**src/wdit_pkg.sv**
```systemverilog
// package: register map, field positions, reset values and timing constants for the watchdog/interval timer
package wdit_pkg;
  // ----------------------------------------
  // register byte addresses on apb
  // ----------------------------------------
  localparam logic [15:0] OTS_ADDR = 16'hFF42; // overflow time select
  localparam logic [15:0] WMC_ADDR = 16'hFF44; // mode control, write only
  localparam logic [15:0] IST_ADDR = 16'hFF48; // interrupt status, write one to clear
  localparam logic [15:0] IMK_ADDR = 16'hFF4C; // interrupt mask
  localparam logic [15:0] CST_ADDR = 16'hFF50; // counter state readback
  // ----------------------------------------
  // mode register field positions
  // ----------------------------------------
  localparam int RUN_BIT = 7; // run bit
  localparam int WDSEL_BIT = 4; // watchdog_select_bit
  localparam int ACT_BIT = 3; // overflow_action_bit
  // ----------------------------------------
  // reset values
  // ----------------------------------------
  localparam logic [7:0] OTS_RST = 8'h00;
  localparam logic [7:0] WMC_RST = 8'h00;
  localparam logic [2:0] IRQ_RST = 3'h0;
  // ----------------------------------------
  // interrupt status bit positions
  // ----------------------------------------
  localparam int IRQ_MI = 0; // maskable interval interrupt
  localparam int IRQ_NMI = 1; // non-maskable interrupt
  localparam int IRQ_RST_EV = 2; // watchdog reset event
  // ----------------------------------------
  // timing
  // ----------------------------------------
  localparam int CORE_MHZ = 200; // core clock rate
  localparam int SUB_DIV_DEF = 6104; // core cycles per sub_clock tick (~32.768 kHz)
  localparam int LOW_STAGES = 9; // prescaler stages not cleared on restart
  localparam int PULSE_US = 20; // overflow_out_n low time in us
  localparam int PULSE_CYC = PULSE_US * CORE_MHZ; // 4000 core cycles
  localparam int CNT_W = 22; // sub_clock stage count
endpackage

```
**src/wdit_top.sv**
```systemverilog
// watchdog / interval timer top with apb register slave
//
// Functional notes
// - watchdog or interval timer, chosen by mode
// - three-bit select picks overflow period
// - mode register write-only, reads return zero
// - reset clears mode register, counter stopped
// - each run write clears counter above the low nine stages, restarts
// - run bit cannot be cleared by software
// - interval mode: maskable interrupt each overflow
// - watchdog, action zero: non-maskable interrupt
// - watchdog, action one: reset, low pin
// - mode bits sticky once set
// - interval counting starts on run write
// - first overflow may come early by 2^9
// - run bit sits at bit seven
// - action bit three, select bit four
// - counter keeps running during halt
`timescale 1ns/1ps
`default_nettype none
module wdit_top #(
  parameter int SUB_DIV = wdit_pkg::SUB_DIV_DEF,
  parameter int PULSE_LEN = wdit_pkg::PULSE_CYC
)(
  input wire logic core_clk,
  input wire logic rst,
  input wire logic psel,
  input wire logic penable,
  input wire logic pwrite,
  input wire logic [15:0] paddr,
  input wire logic [31:0] pwdata,
  input wire logic [3:0] pstrb,
  output logic [31:0] prdata,
  output logic pready,
  output logic pslverr,
  input wire logic halt_mode,
  output logic mi_req,
  output logic nmi_req,
  output logic sys_rst_req,
  output logic overflow_out_n,
  output logic irq
);
  // ----------------------------------------
  // registers and state
  // ----------------------------------------
  logic [2:0] ots_r; // overflow time select code
  logic [2:0] ots_nxt;
  logic run_r; // run bit
  logic run_nxt;
  logic wdsel_r; // watchdog_select_bit
  logic wdsel_nxt;
  logic act_r; // overflow_action_bit
  logic act_nxt;
  logic [2:0] ist_r; // sticky interrupt status
  logic [2:0] ist_nxt;
  logic [2:0] imk_r; // interrupt enable mask
  logic [2:0] imk_nxt;
  logic [wdit_pkg::CNT_W-1:0] cnt_r; // prescaler chain of sub_clock
  logic [wdit_pkg::CNT_W-1:0] cnt_nxt;
  logic ovf_r; // one-cycle overflow
  logic ovf_nxt;
  logic mi_nxt;
  logic nmi_nxt;
  logic srst_nxt;
  logic irq_nxt;
  logic [31:0] prdata_nxt;
  logic pslverr_nxt;
  logic pready_nxt;
  logic tick; // sub_clock enable
  logic pin_n; // stretched pulse
  logic wr_acc; // write access phase
  logic rd_acc; // read access phase
  logic restart; // run bit written to one
  logic sel_bit; // tap of selected period
  logic sel_prev_r; // previous tap value
  logic sel_prev_nxt; // tap value to remember for the next cycle
  logic [4:0] tap; // stage index for selected period
  // ----------------------------------------
  // helpers
  // ----------------------------------------
  wdit_subdiv #(.DIV(SUB_DIV)) u_div (
    .core_clk(core_clk),
    .rst(rst),
    .tick(tick)
  );
  wdit_pulse #(.LEN(PULSE_LEN)) u_pulse (
    .core_clk(core_clk),
    .rst(rst),
    .start(srst_nxt),
    .pin_n(pin_n)
  );
  // ----------------------------------------
  // apb decode, zero wait states
  // ----------------------------------------
  assign wr_acc = psel & penable & pwrite & pready;
  assign rd_acc = psel & penable & ~pwrite & pready;
  assign restart = wr_acc && (paddr == wdit_pkg::WMC_ADDR) && pstrb[0]
                   && pwdata[wdit_pkg::RUN_BIT];
  // a new code while counting drops any edge in flight
  // period tap per select code
  always_comb
  begin
    unique case (ots_r)
      3'h7: tap = 5'd20;
      default: tap = 5'(5'd12 + {2'b00, ots_r});
    endcase
  end
  assign sel_bit = cnt_r[tap];
  // ----------------------------------------
  // counter and overflow detect
  // ----------------------------------------
  // overflow is the falling edge of the selected stage; the low
  // nine stages survive a restart, so the first period may be short
  always_comb
  begin
    cnt_nxt = cnt_r;
    ovf_nxt = 1'b0;
    // remembered tap forced low on restart or new code: no fake edge
    sel_prev_nxt = (restart || (ots_nxt != ots_r)) ? 1'b0 : sel_bit;
    // low prescaler stages kept on restart
    if (restart)
      cnt_nxt = {{(wdit_pkg::CNT_W-wdit_pkg::LOW_STAGES){1'b0}}, cnt_r[wdit_pkg::LOW_STAGES-1:0]};
    else if (run_r && tick)
      cnt_nxt = cnt_r + 22'h000001;
    if (run_r && !restart && sel_prev_r && !sel_bit)
      ovf_nxt = 1'b1;
  end
  always_comb
  begin
    mi_nxt = ovf_r && !wdsel_r;
    nmi_nxt = ovf_r && wdsel_r && !act_r;
    srst_nxt = ovf_r && wdsel_r && act_r;
  end
  // ----------------------------------------
  // register next values
  // ----------------------------------------
  always_comb
  begin
    ots_nxt = ots_r;
    run_nxt = run_r;
    wdsel_nxt = wdsel_r;
    act_nxt = act_r;
    imk_nxt = imk_r;
    ist_nxt = ist_r;
    if (wr_acc)
    begin
      if (paddr == wdit_pkg::OTS_ADDR && pstrb[0])
        ots_nxt = pwdata[2:0];
      if (paddr == wdit_pkg::WMC_ADDR && pstrb[0])
      begin
        run_nxt = run_r | pwdata[wdit_pkg::RUN_BIT];
        wdsel_nxt = wdsel_r | pwdata[wdit_pkg::WDSEL_BIT];
        act_nxt = act_r | pwdata[wdit_pkg::ACT_BIT];
      end
      if (paddr == wdit_pkg::IMK_ADDR && pstrb[0])
        imk_nxt = pwdata[2:0];
      if (paddr == wdit_pkg::IST_ADDR && pstrb[0])
        ist_nxt = ist_r & ~pwdata[2:0];
    end
    // set wins over clear
    ist_nxt = ist_nxt | {srst_nxt, nmi_nxt, mi_nxt};
    irq_nxt = |(ist_nxt & imk_nxt);
  end
  // ----------------------------------------
  // read data
  // ----------------------------------------
  always_comb
  begin
    prdata_nxt = 32'h00000000;
    pslverr_nxt = 1'b0;
    pready_nxt = psel & ~penable;
    if (psel && !penable)
    begin
      unique case (paddr)
        wdit_pkg::OTS_ADDR: prdata_nxt = {29'h0, ots_r};
        wdit_pkg::WMC_ADDR: prdata_nxt = 32'h00000000;
        wdit_pkg::IST_ADDR: prdata_nxt = {29'h0, ist_r};
        wdit_pkg::IMK_ADDR: prdata_nxt = {29'h0, imk_r};
        wdit_pkg::CST_ADDR: prdata_nxt = {7'h00, halt_mode, act_r, wdsel_r, run_r, 1'b0, cnt_r[21:2]};
        default: pslverr_nxt = 1'b1;
      endcase
    end
  end
  // ----------------------------------------
  // state registers
  // ----------------------------------------
  always_ff @(posedge core_clk or posedge rst)
  begin
    if (rst)
    begin
      ots_r <= wdit_pkg::OTS_RST[2:0];
      run_r <= wdit_pkg::WMC_RST[wdit_pkg::RUN_BIT];
      wdsel_r <= wdit_pkg::WMC_RST[wdit_pkg::WDSEL_BIT];
      act_r <= wdit_pkg::WMC_RST[wdit_pkg::ACT_BIT];
      ist_r <= wdit_pkg::IRQ_RST;
      imk_r <= wdit_pkg::IRQ_RST;
      cnt_r <= '0;
      ovf_r <= 1'b0;
      sel_prev_r <= 1'b0;
      mi_req <= 1'b0;
      nmi_req <= 1'b0;
      sys_rst_req <= 1'b0;
      overflow_out_n <= 1'b1;
      irq <= 1'b0;
      prdata <= 32'h00000000;
      pready <= 1'b0;
      pslverr <= 1'b0;
    end
    else
    begin
      ots_r <= ots_nxt;
      run_r <= run_nxt;
      wdsel_r <= wdsel_nxt;
      act_r <= act_nxt;
      ist_r <= ist_nxt;
      imk_r <= imk_nxt;
      cnt_r <= cnt_nxt;
      ovf_r <= ovf_nxt;
      sel_prev_r <= sel_prev_nxt;
      mi_req <= mi_nxt;
      nmi_req <= nmi_nxt;
      sys_rst_req <= srst_nxt;
      overflow_out_n <= pin_n;
      irq <= irq_nxt;
      prdata <= prdata_nxt;
      pready <= pready_nxt;
      pslverr <= pslverr_nxt;
    end
  end
  // ----------------------------------------
  // assertions
  // ----------------------------------------
  a_run_sticky: assert property (@(posedge core_clk) disable iff (rst) run_r |=> run_r)
    else $error("run bit cleared without reset");
  a_mode_sticky: assert property (@(posedge core_clk) disable iff (rst)
    (wdsel_r && act_r) |=> (wdsel_r && act_r))
    else $error("mode bits cleared without reset");
  a_stop_idle: assert property (@(posedge core_clk) disable iff (rst)
    !run_r |=> !ovf_r)
    else $error("overflow while stopped");
  a_mi_route: assert property (@(posedge core_clk) disable iff (rst)
    (ovf_r && !wdsel_r) |=> mi_req && !nmi_req && !sys_rst_req)
    else $error("interval overflow misrouted");
  a_nmi_route: assert property (@(posedge core_clk) disable iff (rst)
    (ovf_r && wdsel_r && !act_r) |=> nmi_req && !mi_req)
    else $error("nmi overflow misrouted");
  a_rst_pin: assert property (@(posedge core_clk) disable iff (rst)
    sys_rst_req |=> !overflow_out_n)
    else $error("pin not low after reset request");
  a_single_req: assert property (@(posedge core_clk) disable iff (rst)
    (mi_req || nmi_req || sys_rst_req) |=> !(mi_req || nmi_req || sys_rst_req))
    else $error("request longer than one cycle");
  a_wmc_read: assert property (@(posedge core_clk) disable iff (rst)
    (psel && !penable && !pwrite && paddr == wdit_pkg::WMC_ADDR) |=> prdata == 32'h00000000)
    else $error("mode register readable");
  a_restart_clr: assert property (@(posedge core_clk) disable iff (rst)
    restart |=> cnt_r[wdit_pkg::CNT_W-1:wdit_pkg::LOW_STAGES] == '0)
    else $error("restart did not clear counter");
  // ----------------------------------------
  // routing, counting and bus answer checks
  // ----------------------------------------
  // reset route takes the overflow alone
  a_rst_route: assert property (@(posedge core_clk) disable iff (rst)
    (ovf_r && wdsel_r && act_r) |=> sys_rst_req && !mi_req && !nmi_req)
    else $error("reset overflow misrouted");
  // never a maskable and another request together
  a_mode_excl: assert property (@(posedge core_clk) disable iff (rst)
    mi_req |-> !(nmi_req || sys_rst_req))
    else $error("interval and watchdog request together");
  // pin falls only after a reset request
  a_pin_cause: assert property (@(posedge core_clk) disable iff (rst)
    $fell(overflow_out_n) |-> $past(sys_rst_req))
    else $error("pin low without reset request");
  // stopped counter holds its value
  a_stop_count: assert property (@(posedge core_clk) disable iff (rst)
    !run_r |=> $stable(cnt_r))
    else $error("counter moved while stopped");
  // halt does not stop a running count
  a_halt_count: assert property (@(posedge core_clk) disable iff (rst)
    (run_r && tick && !restart && halt_mode) |=> cnt_r == $past(cnt_r) + 22'h000001)
    else $error("counter stalled during halt");
  // mode register answers zero when read data is taken
  a_wmc_rdata: assert property (@(posedge core_clk) disable iff (rst)
    (rd_acc && paddr == wdit_pkg::WMC_ADDR) |-> prdata == 32'h00000000)
    else $error("mode register contents returned");
  // every setup cycle is answered in the next cycle
  a_apb_answer: assert property (@(posedge core_clk) disable iff (rst)
    (psel && !penable) |=> pready)
    else $error("no ready after setup cycle");
endmodule // wdit_top
`default_nettype wire

```
**src/wdit_subdiv.sv**
```systemverilog
// sub_clock tick generator: one-cycle enable pulse every div core cycles
`timescale 1ns/1ps
`default_nettype none
module wdit_subdiv #(
  parameter int DIV = wdit_pkg::SUB_DIV_DEF
)(
  input wire logic core_clk,
  input wire logic rst,
  output logic tick
);
  // ----------------------------------------
  // divider counter
  // ----------------------------------------
  logic [15:0] cnt_r; // cycles since last tick
  logic [15:0] cnt_nxt;
  logic tick_nxt;
  // next state of divider
  always_comb
  begin
    tick_nxt = (cnt_r == 16'(DIV - 1));
    cnt_nxt = tick_nxt ? 16'h0000 : cnt_r + 16'h0001;
  end
  // register divider
  always_ff @(posedge core_clk or posedge rst)
  begin
    if (rst)
    begin
      cnt_r <= 16'h0000;
      tick <= 1'b0;
    end
    else
    begin
      cnt_r <= cnt_nxt;
      tick <= tick_nxt;
    end
  end
endmodule // wdit_subdiv
`default_nettype wire

```
**src/wdit_pulse.sv**
```systemverilog
// low pulse stretcher for the overflow output pin
`timescale 1ns/1ps
`default_nettype none
module wdit_pulse #(
  parameter int LEN = wdit_pkg::PULSE_CYC
)(
  input wire logic core_clk,
  input wire logic rst,
  input wire logic start,
  output logic pin_n
);
  // ----------------------------------------
  // pulse length counter
  // ----------------------------------------
  logic [15:0] cnt_r; // remaining low cycles
  logic [15:0] cnt_nxt;
  // next count: load on start, else count down
  always_comb
  begin
    if (start)
      cnt_nxt = 16'(LEN);
    else if (cnt_r != 16'h0000)
      cnt_nxt = cnt_r - 16'h0001;
    else
      cnt_nxt = cnt_r;
  end
  // register count and pin
  always_ff @(posedge core_clk or posedge rst)
  begin
    if (rst)
    begin
      cnt_r <= 16'h0000;
      pin_n <= 1'b1;
    end
    else
    begin
      cnt_r <= cnt_nxt;
      pin_n <= (cnt_nxt == 16'h0000);
    end
  end
endmodule // wdit_pulse
`default_nettype wire

```
**config.mk**
```make
export PLATFORM = sky130hd
export DESIGN_NAME = wdit_top
export DESIGN_NICKNAME = d
export VERILOG_FILES = /design/src/wdit_pkg.sv /design/src/wdit_top.sv /design/src/wdit_subdiv.sv /design/src/wdit_pulse.sv
export SDC_FILE = /design/constraint.sdc
export NUM_CORES = 1
export LEC_CHECK = 0
export BUFFER_PORTS_ARGS = -buffer_cell sky130_fd_sc_hd__buf_2
export CORE_MARGIN = 3
export CORE_UTILIZATION = 50
export DETAILED_ROUTE_END_ITERATION = 12
export PLACE_DENSITY = 0.74
export SYNTH_ARGS = -nofsm -noshare
export SYNTH_HDL_FRONTEND = slang
export SYNTH_HIERARCHICAL = 1
export SYNTH_SLANG_ARGS = --single-unit
```
**constraint.sdc**
```tcl
create_clock -name core_clk -period 3.12 [get_ports core_clk]
set_input_delay 0.936 -clock core_clk [delete_from_list [all_inputs] [get_ports core_clk]]
set_output_delay 0.936 -clock core_clk [all_outputs]
set_load 0.02 [all_outputs]
```
==> run summary <==
Highest achievable clock rate: 372 MHz
End-of-flow core utilization: 58.8%
Capturing element type of the critical path: register
Gr usage total: 18.4%
Number of buffers inserted during clock tree synthesis: 9
Clock latency on the worst-skew pair: 360 ps
DR WL/cell: 14.6 um
Number of gates given a new drive strength after cts: 0
Setup TNS after final layout: 0 ps
Final antenna diode count: 0
Crit path kind: in -> reg
Time the worst path needs with I/O delays and setup: 2690 ps
Placer congestion estimate: 0.821
Area of the die: 10900 sq um
Count of boundary I/O pins: 97
Slew margin rel.: 45.3%
Measured slew at the worst slew-check pin: 814 ps
Total power per unit cell area: 424 nW/um^2
P&R area growth vs syn: 13.2%
CTS max path bufs: 2
Number of inserted filler cells in the final layout: 820
Share of the clock period used by the worst path: 86.3%
Wire length of the first global-routing pass: 16.3 mm
Worst hold path class: reg -> reg
Clock slew at reported path FFs: 100 ps
Max-capacitance violation count: 0
Level count of the clock H-tree: 3
Critical path arrival: 2900 ps
Std cell rows: 35
Count of input and output buffers: 59
Final hold vios: 0
Leak Pwr: 2.68 nW
Largest fanout on the critical path: 6
EDFF count, synth: 0
Fraction of layout cells with a size suffix above 1: 23.8%
Critical path startpoint: paddr[0]
Placed Instance Area: 5230 sq um
Number of iterations in the first detailed-routing pass: 4
Number of cells produced by synthesis: 445
Post-DR vias/cell: 5.27
Starting utilization of the core area: 51.9%
Pin count of the biggest net entering global routing: 45
Core outline area: 9280 sq um
Fraction of the yosys area taken by sequential cells: 52.5%
Die extent in x: 104 um
Number of buffers inserted for hold repair after clock tree synthesis: 0
Total power: 2.31 mW
Wire length reported by the detailed router: 9.41 mm
CTS tree: done
Vias in the first global route: 3342
Buffers inserted by post-CTS timing repair: 0
Startpoint Class: primary input
Total number of yosys warnings: 6
Post-synthesis instance area: 4820 sq um
Post-route setup slack: 429 ps
Most frequently used flop master after synthesis: sky130_fd_sc_hd__dfrtp_1
Storage cell area: 2530 sq um
Final Net Count: 573
Fin area: 5460 sq um
Count of unresolved DRC violations after routing: 0
Skew final: 14.3 ps
Number of pins exceeding their max-slew limit in the final report: 0
Number of antenna violations at the first check in global routing: 0
Multi-input combinational cell area: 2120 sq um
Final setup vio count: 0
Violation count after the first detailed-route iteration: 136
Launch point of the worst hold path: u_pulse/pin_n$_DFF_PP1_
Number of sinks on the clock net: 101
Outcome: finished, final reports clean
Root cell of the clock tree: sky130_fd_sc_hd__clkbuf_8
Origin of the critical flop-to-flop path: u_pulse/cnt_r[0]$_DFF_PP0_
Final ANT Viol Nets: 0
Setup repair after global routing missed its margin: false
Die Y: 104 um
Total via count in the routed design: 3399
Detail Placement HPWL: 6.89 mm
Post-synthesis register bit count: 101
Overflow after GRT: 0
Worst path required time: 3330 ps
Synthesized area per cell: 10.8 sq um
Share of synthesized flip-flops with an asynchronous set or reset: 100%
Number of distinct library cell variants in the gate-level netlist after synthesis: 58
Worst IR drop on VDD: 0.000273 V
Pre-CTS setup slack: 66.8 ps
## cells in the final DEF, fill, tap and decap left out, types with 3 or more instances in the layout
cell type                  synthesis  final
sky130_fd_sc_hd__nor2b_1           5      5
sky130_fd_sc_hd__nand4_1          15     15
sky130_fd_sc_hd__and2_1           22     22
sky130_fd_sc_hd__a22o_1            3      3
sky130_fd_sc_hd__nor2_1           47     47
sky130_fd_sc_hd__a211oi_1          4      4
sky130_fd_sc_hd__xor2_1           25     25
sky130_fd_sc_hd__conb_1            1      8
sky130_fd_sc_hd__nor4_1           10     10
sky130_fd_sc_hd__dfrtp_1          99     99
sky130_fd_sc_hd__nor2_2           14     14
sky130_fd_sc_hd__a22oi_1           3      3
sky130_fd_sc_hd__nand2_1          20     20
sky130_fd_sc_hd__mux2_2            6      6
sky130_fd_sc_hd__nor3_1           18     18
sky130_fd_sc_hd__xnor2_1          22     22
sky130_fd_sc_hd__inv_1            17     16
sky130_fd_sc_hd__and3_1            8      8
sky130_fd_sc_hd__ha_1              4      4
sky130_fd_sc_hd__nand2b_1          5      5
sky130_fd_sc_hd__clkbuf_8          0     10
sky130_fd_sc_hd__buf_2             1     59
sky130_fd_sc_hd__o21ai_0           5      5
sky130_fd_sc_hd__a21oi_1           5      5
sky130_fd_sc_hd__buf_4            10      6
sky130_fd_sc_hd__or3_1             5      5
sky130_fd_sc_hd__mux2i_1           7      7
sky130_fd_sc_hd__nand3_1          22     22
## metrics by stage
step	hold WS, ps	std cells
final	345	645
after global routing	353	645
after CTS	352	645
after detailed placement	351	629
after global placement	346	629
after floorplan	345	452
## worst max-delay path: stages
cell and delay [ps]:
sky130_fd_sc_hd__buf_2 100, sky130_fd_sc_hd__or4b_4 550, sky130_fd_sc_hd__or3_1 480, sky130_fd_sc_hd__nor3_1 290, sky130_fd_sc_hd__buf_4 170, sky130_fd_sc_hd__mux2i_1 220
sky130_fd_sc_hd__o221ai_1 160
## Yosys cell counts, types with 2 or more instances
master	n	area share, %
sky130_fd_sc_hd__o21ai_0	5	0.52
sky130_fd_sc_hd__mux4_2	2	0.93
sky130_fd_sc_hd__a21oi_1	5	0.52
sky130_fd_sc_hd__buf_4	10	1.6
sky130_fd_sc_hd__xnor2_1	22	4.0
sky130_fd_sc_hd__and2_1	22	2.9
sky130_fd_sc_hd__dfstp_2	2	1.1
sky130_fd_sc_hd__nand4_1	15	1.9
sky130_fd_sc_hd__a22o_1	3	0.55
sky130_fd_sc_hd__and4_1	2	0.36
sky130_fd_sc_hd__nor4_4	2	0.88
sky130_fd_sc_hd__mux2_2	6	1.4
sky130_fd_sc_hd__clkbuf_1	4	0.31
sky130_fd_sc_hd__xor2_1	25	4.5
sky130_fd_sc_hd__a21o_1	2	0.31
sky130_fd_sc_hd__nand2_1	20	1.6
sky130_fd_sc_hd__mux2i_1	7	1.5
sky130_fd_sc_hd__buf_6	2	0.47
sky130_fd_sc_hd__nor3_1	18	1.9
sky130_fd_sc_hd__nor4_1	10	1.3
sky130_fd_sc_hd__nand2b_1	5	0.65
sky130_fd_sc_hd__nand3_1	22	2.3
sky130_fd_sc_hd__dfrtp_1	99	51
sky130_fd_sc_hd__nand4b_1	2	0.36
sky130_fd_sc_hd__and3_1	8	1.0
sky130_fd_sc_hd__or2_2	2	0.26
sky130_fd_sc_hd__nor2_2	14	1.8
sky130_fd_sc_hd__nor2_1	47	3.7
sky130_fd_sc_hd__or3_1	5	0.65
sky130_fd_sc_hd__inv_1	17	1.3
sky130_fd_sc_hd__ha_1	4	1.0
sky130_fd_sc_hd__nor2b_1	5	0.65
sky130_fd_sc_hd__a211oi_1	4	0.62
sky130_fd_sc_hd__a22oi_1	3	0.47
## final timing paths
kind                                       endpoint  slack (ps)  depth (start not counted)
setup / recovery                      irq$_DFF_PP0_         430                          7
hold / removal             overflow_out_n$_DFF_PP1_         340                          0
setup reg to reg            u_pulse/pin_n$_DFF_PP1_         500                          8
hold reg to reg            overflow_out_n$_DFF_PP1_         340                          0
max in group asynchronous  overflow_out_n$_DFF_PP1_        1830                          3
min in group asynchronous       prdata[8]$_DFF_PP0_         640                          2
## state kept, by name (all words and copies together), names as in the netlist
signal / cells
sel_prev_r: 1
nmi_req: 1
run_r: 1
wdsel_r: 1
ots_r: 3
ovf_r: 1
cnt_r: 22
sys_rst_req: 1
u_div/tick: 1
imk_r: 3
u_pulse/cnt_r: 16
u_div/cnt_r: 16
u_pulse/pin_n: 1
overflow_out_n: 1
ist_r: 3
pslverr: 1
act_r: 1
irq: 1
prdata: 24
pready: 1
mi_req: 1
## where the power goes
group	internal [mW]	leakage [nW]	switching [mW]	total (mW)
Combinational	0.0278	1.29	0.0624	0.0902
Clock	0.472	0.112	0.439	0.912
Sequential	1.31	1.27	0.000698	1.31
## layer usage
layer	vias up	global-route usage [%]	wire length [um]	part of all wire (%)
met3	11	3.91	513	5.5
met5	-	0	0	0
li1	1652	-	-	-
met2	93	27.1	4140	44
met4	0	5.70	104	1.1
met1	1643	27.5	4650	49
## cells by family (layout without fill, tap and decap cells)
kind of cell    Yosys count  in the layout  share of synthesized area (%)
simple gates            213            213                           25.6
flops                   101            101                           52.5
xor+xnor                 47             47                           8.54
buf+inv                  35             99                           4.18
compound gates           28             28                           3.97
mux                      16             16                           4.10
fa+ha+maj                 4              4                           1.04
other cells               1              8                         0.0778
## final cells by class
| cell class | instances | area share [%] |
|---|---|---|
| tap | 129 | 2.96 |
| sequential | 101 | 46.4 |
| timing repair buffer | 66 | 6.61 |
| inverter | 17 | 1.17 |
| multi-input combinational | 316 | 38.8 |
| clock buffer | 10 | 2.52 |
| clock inverter | 6 | 1.58 |
Note: power is estimated with default switching activity, not from simulation.
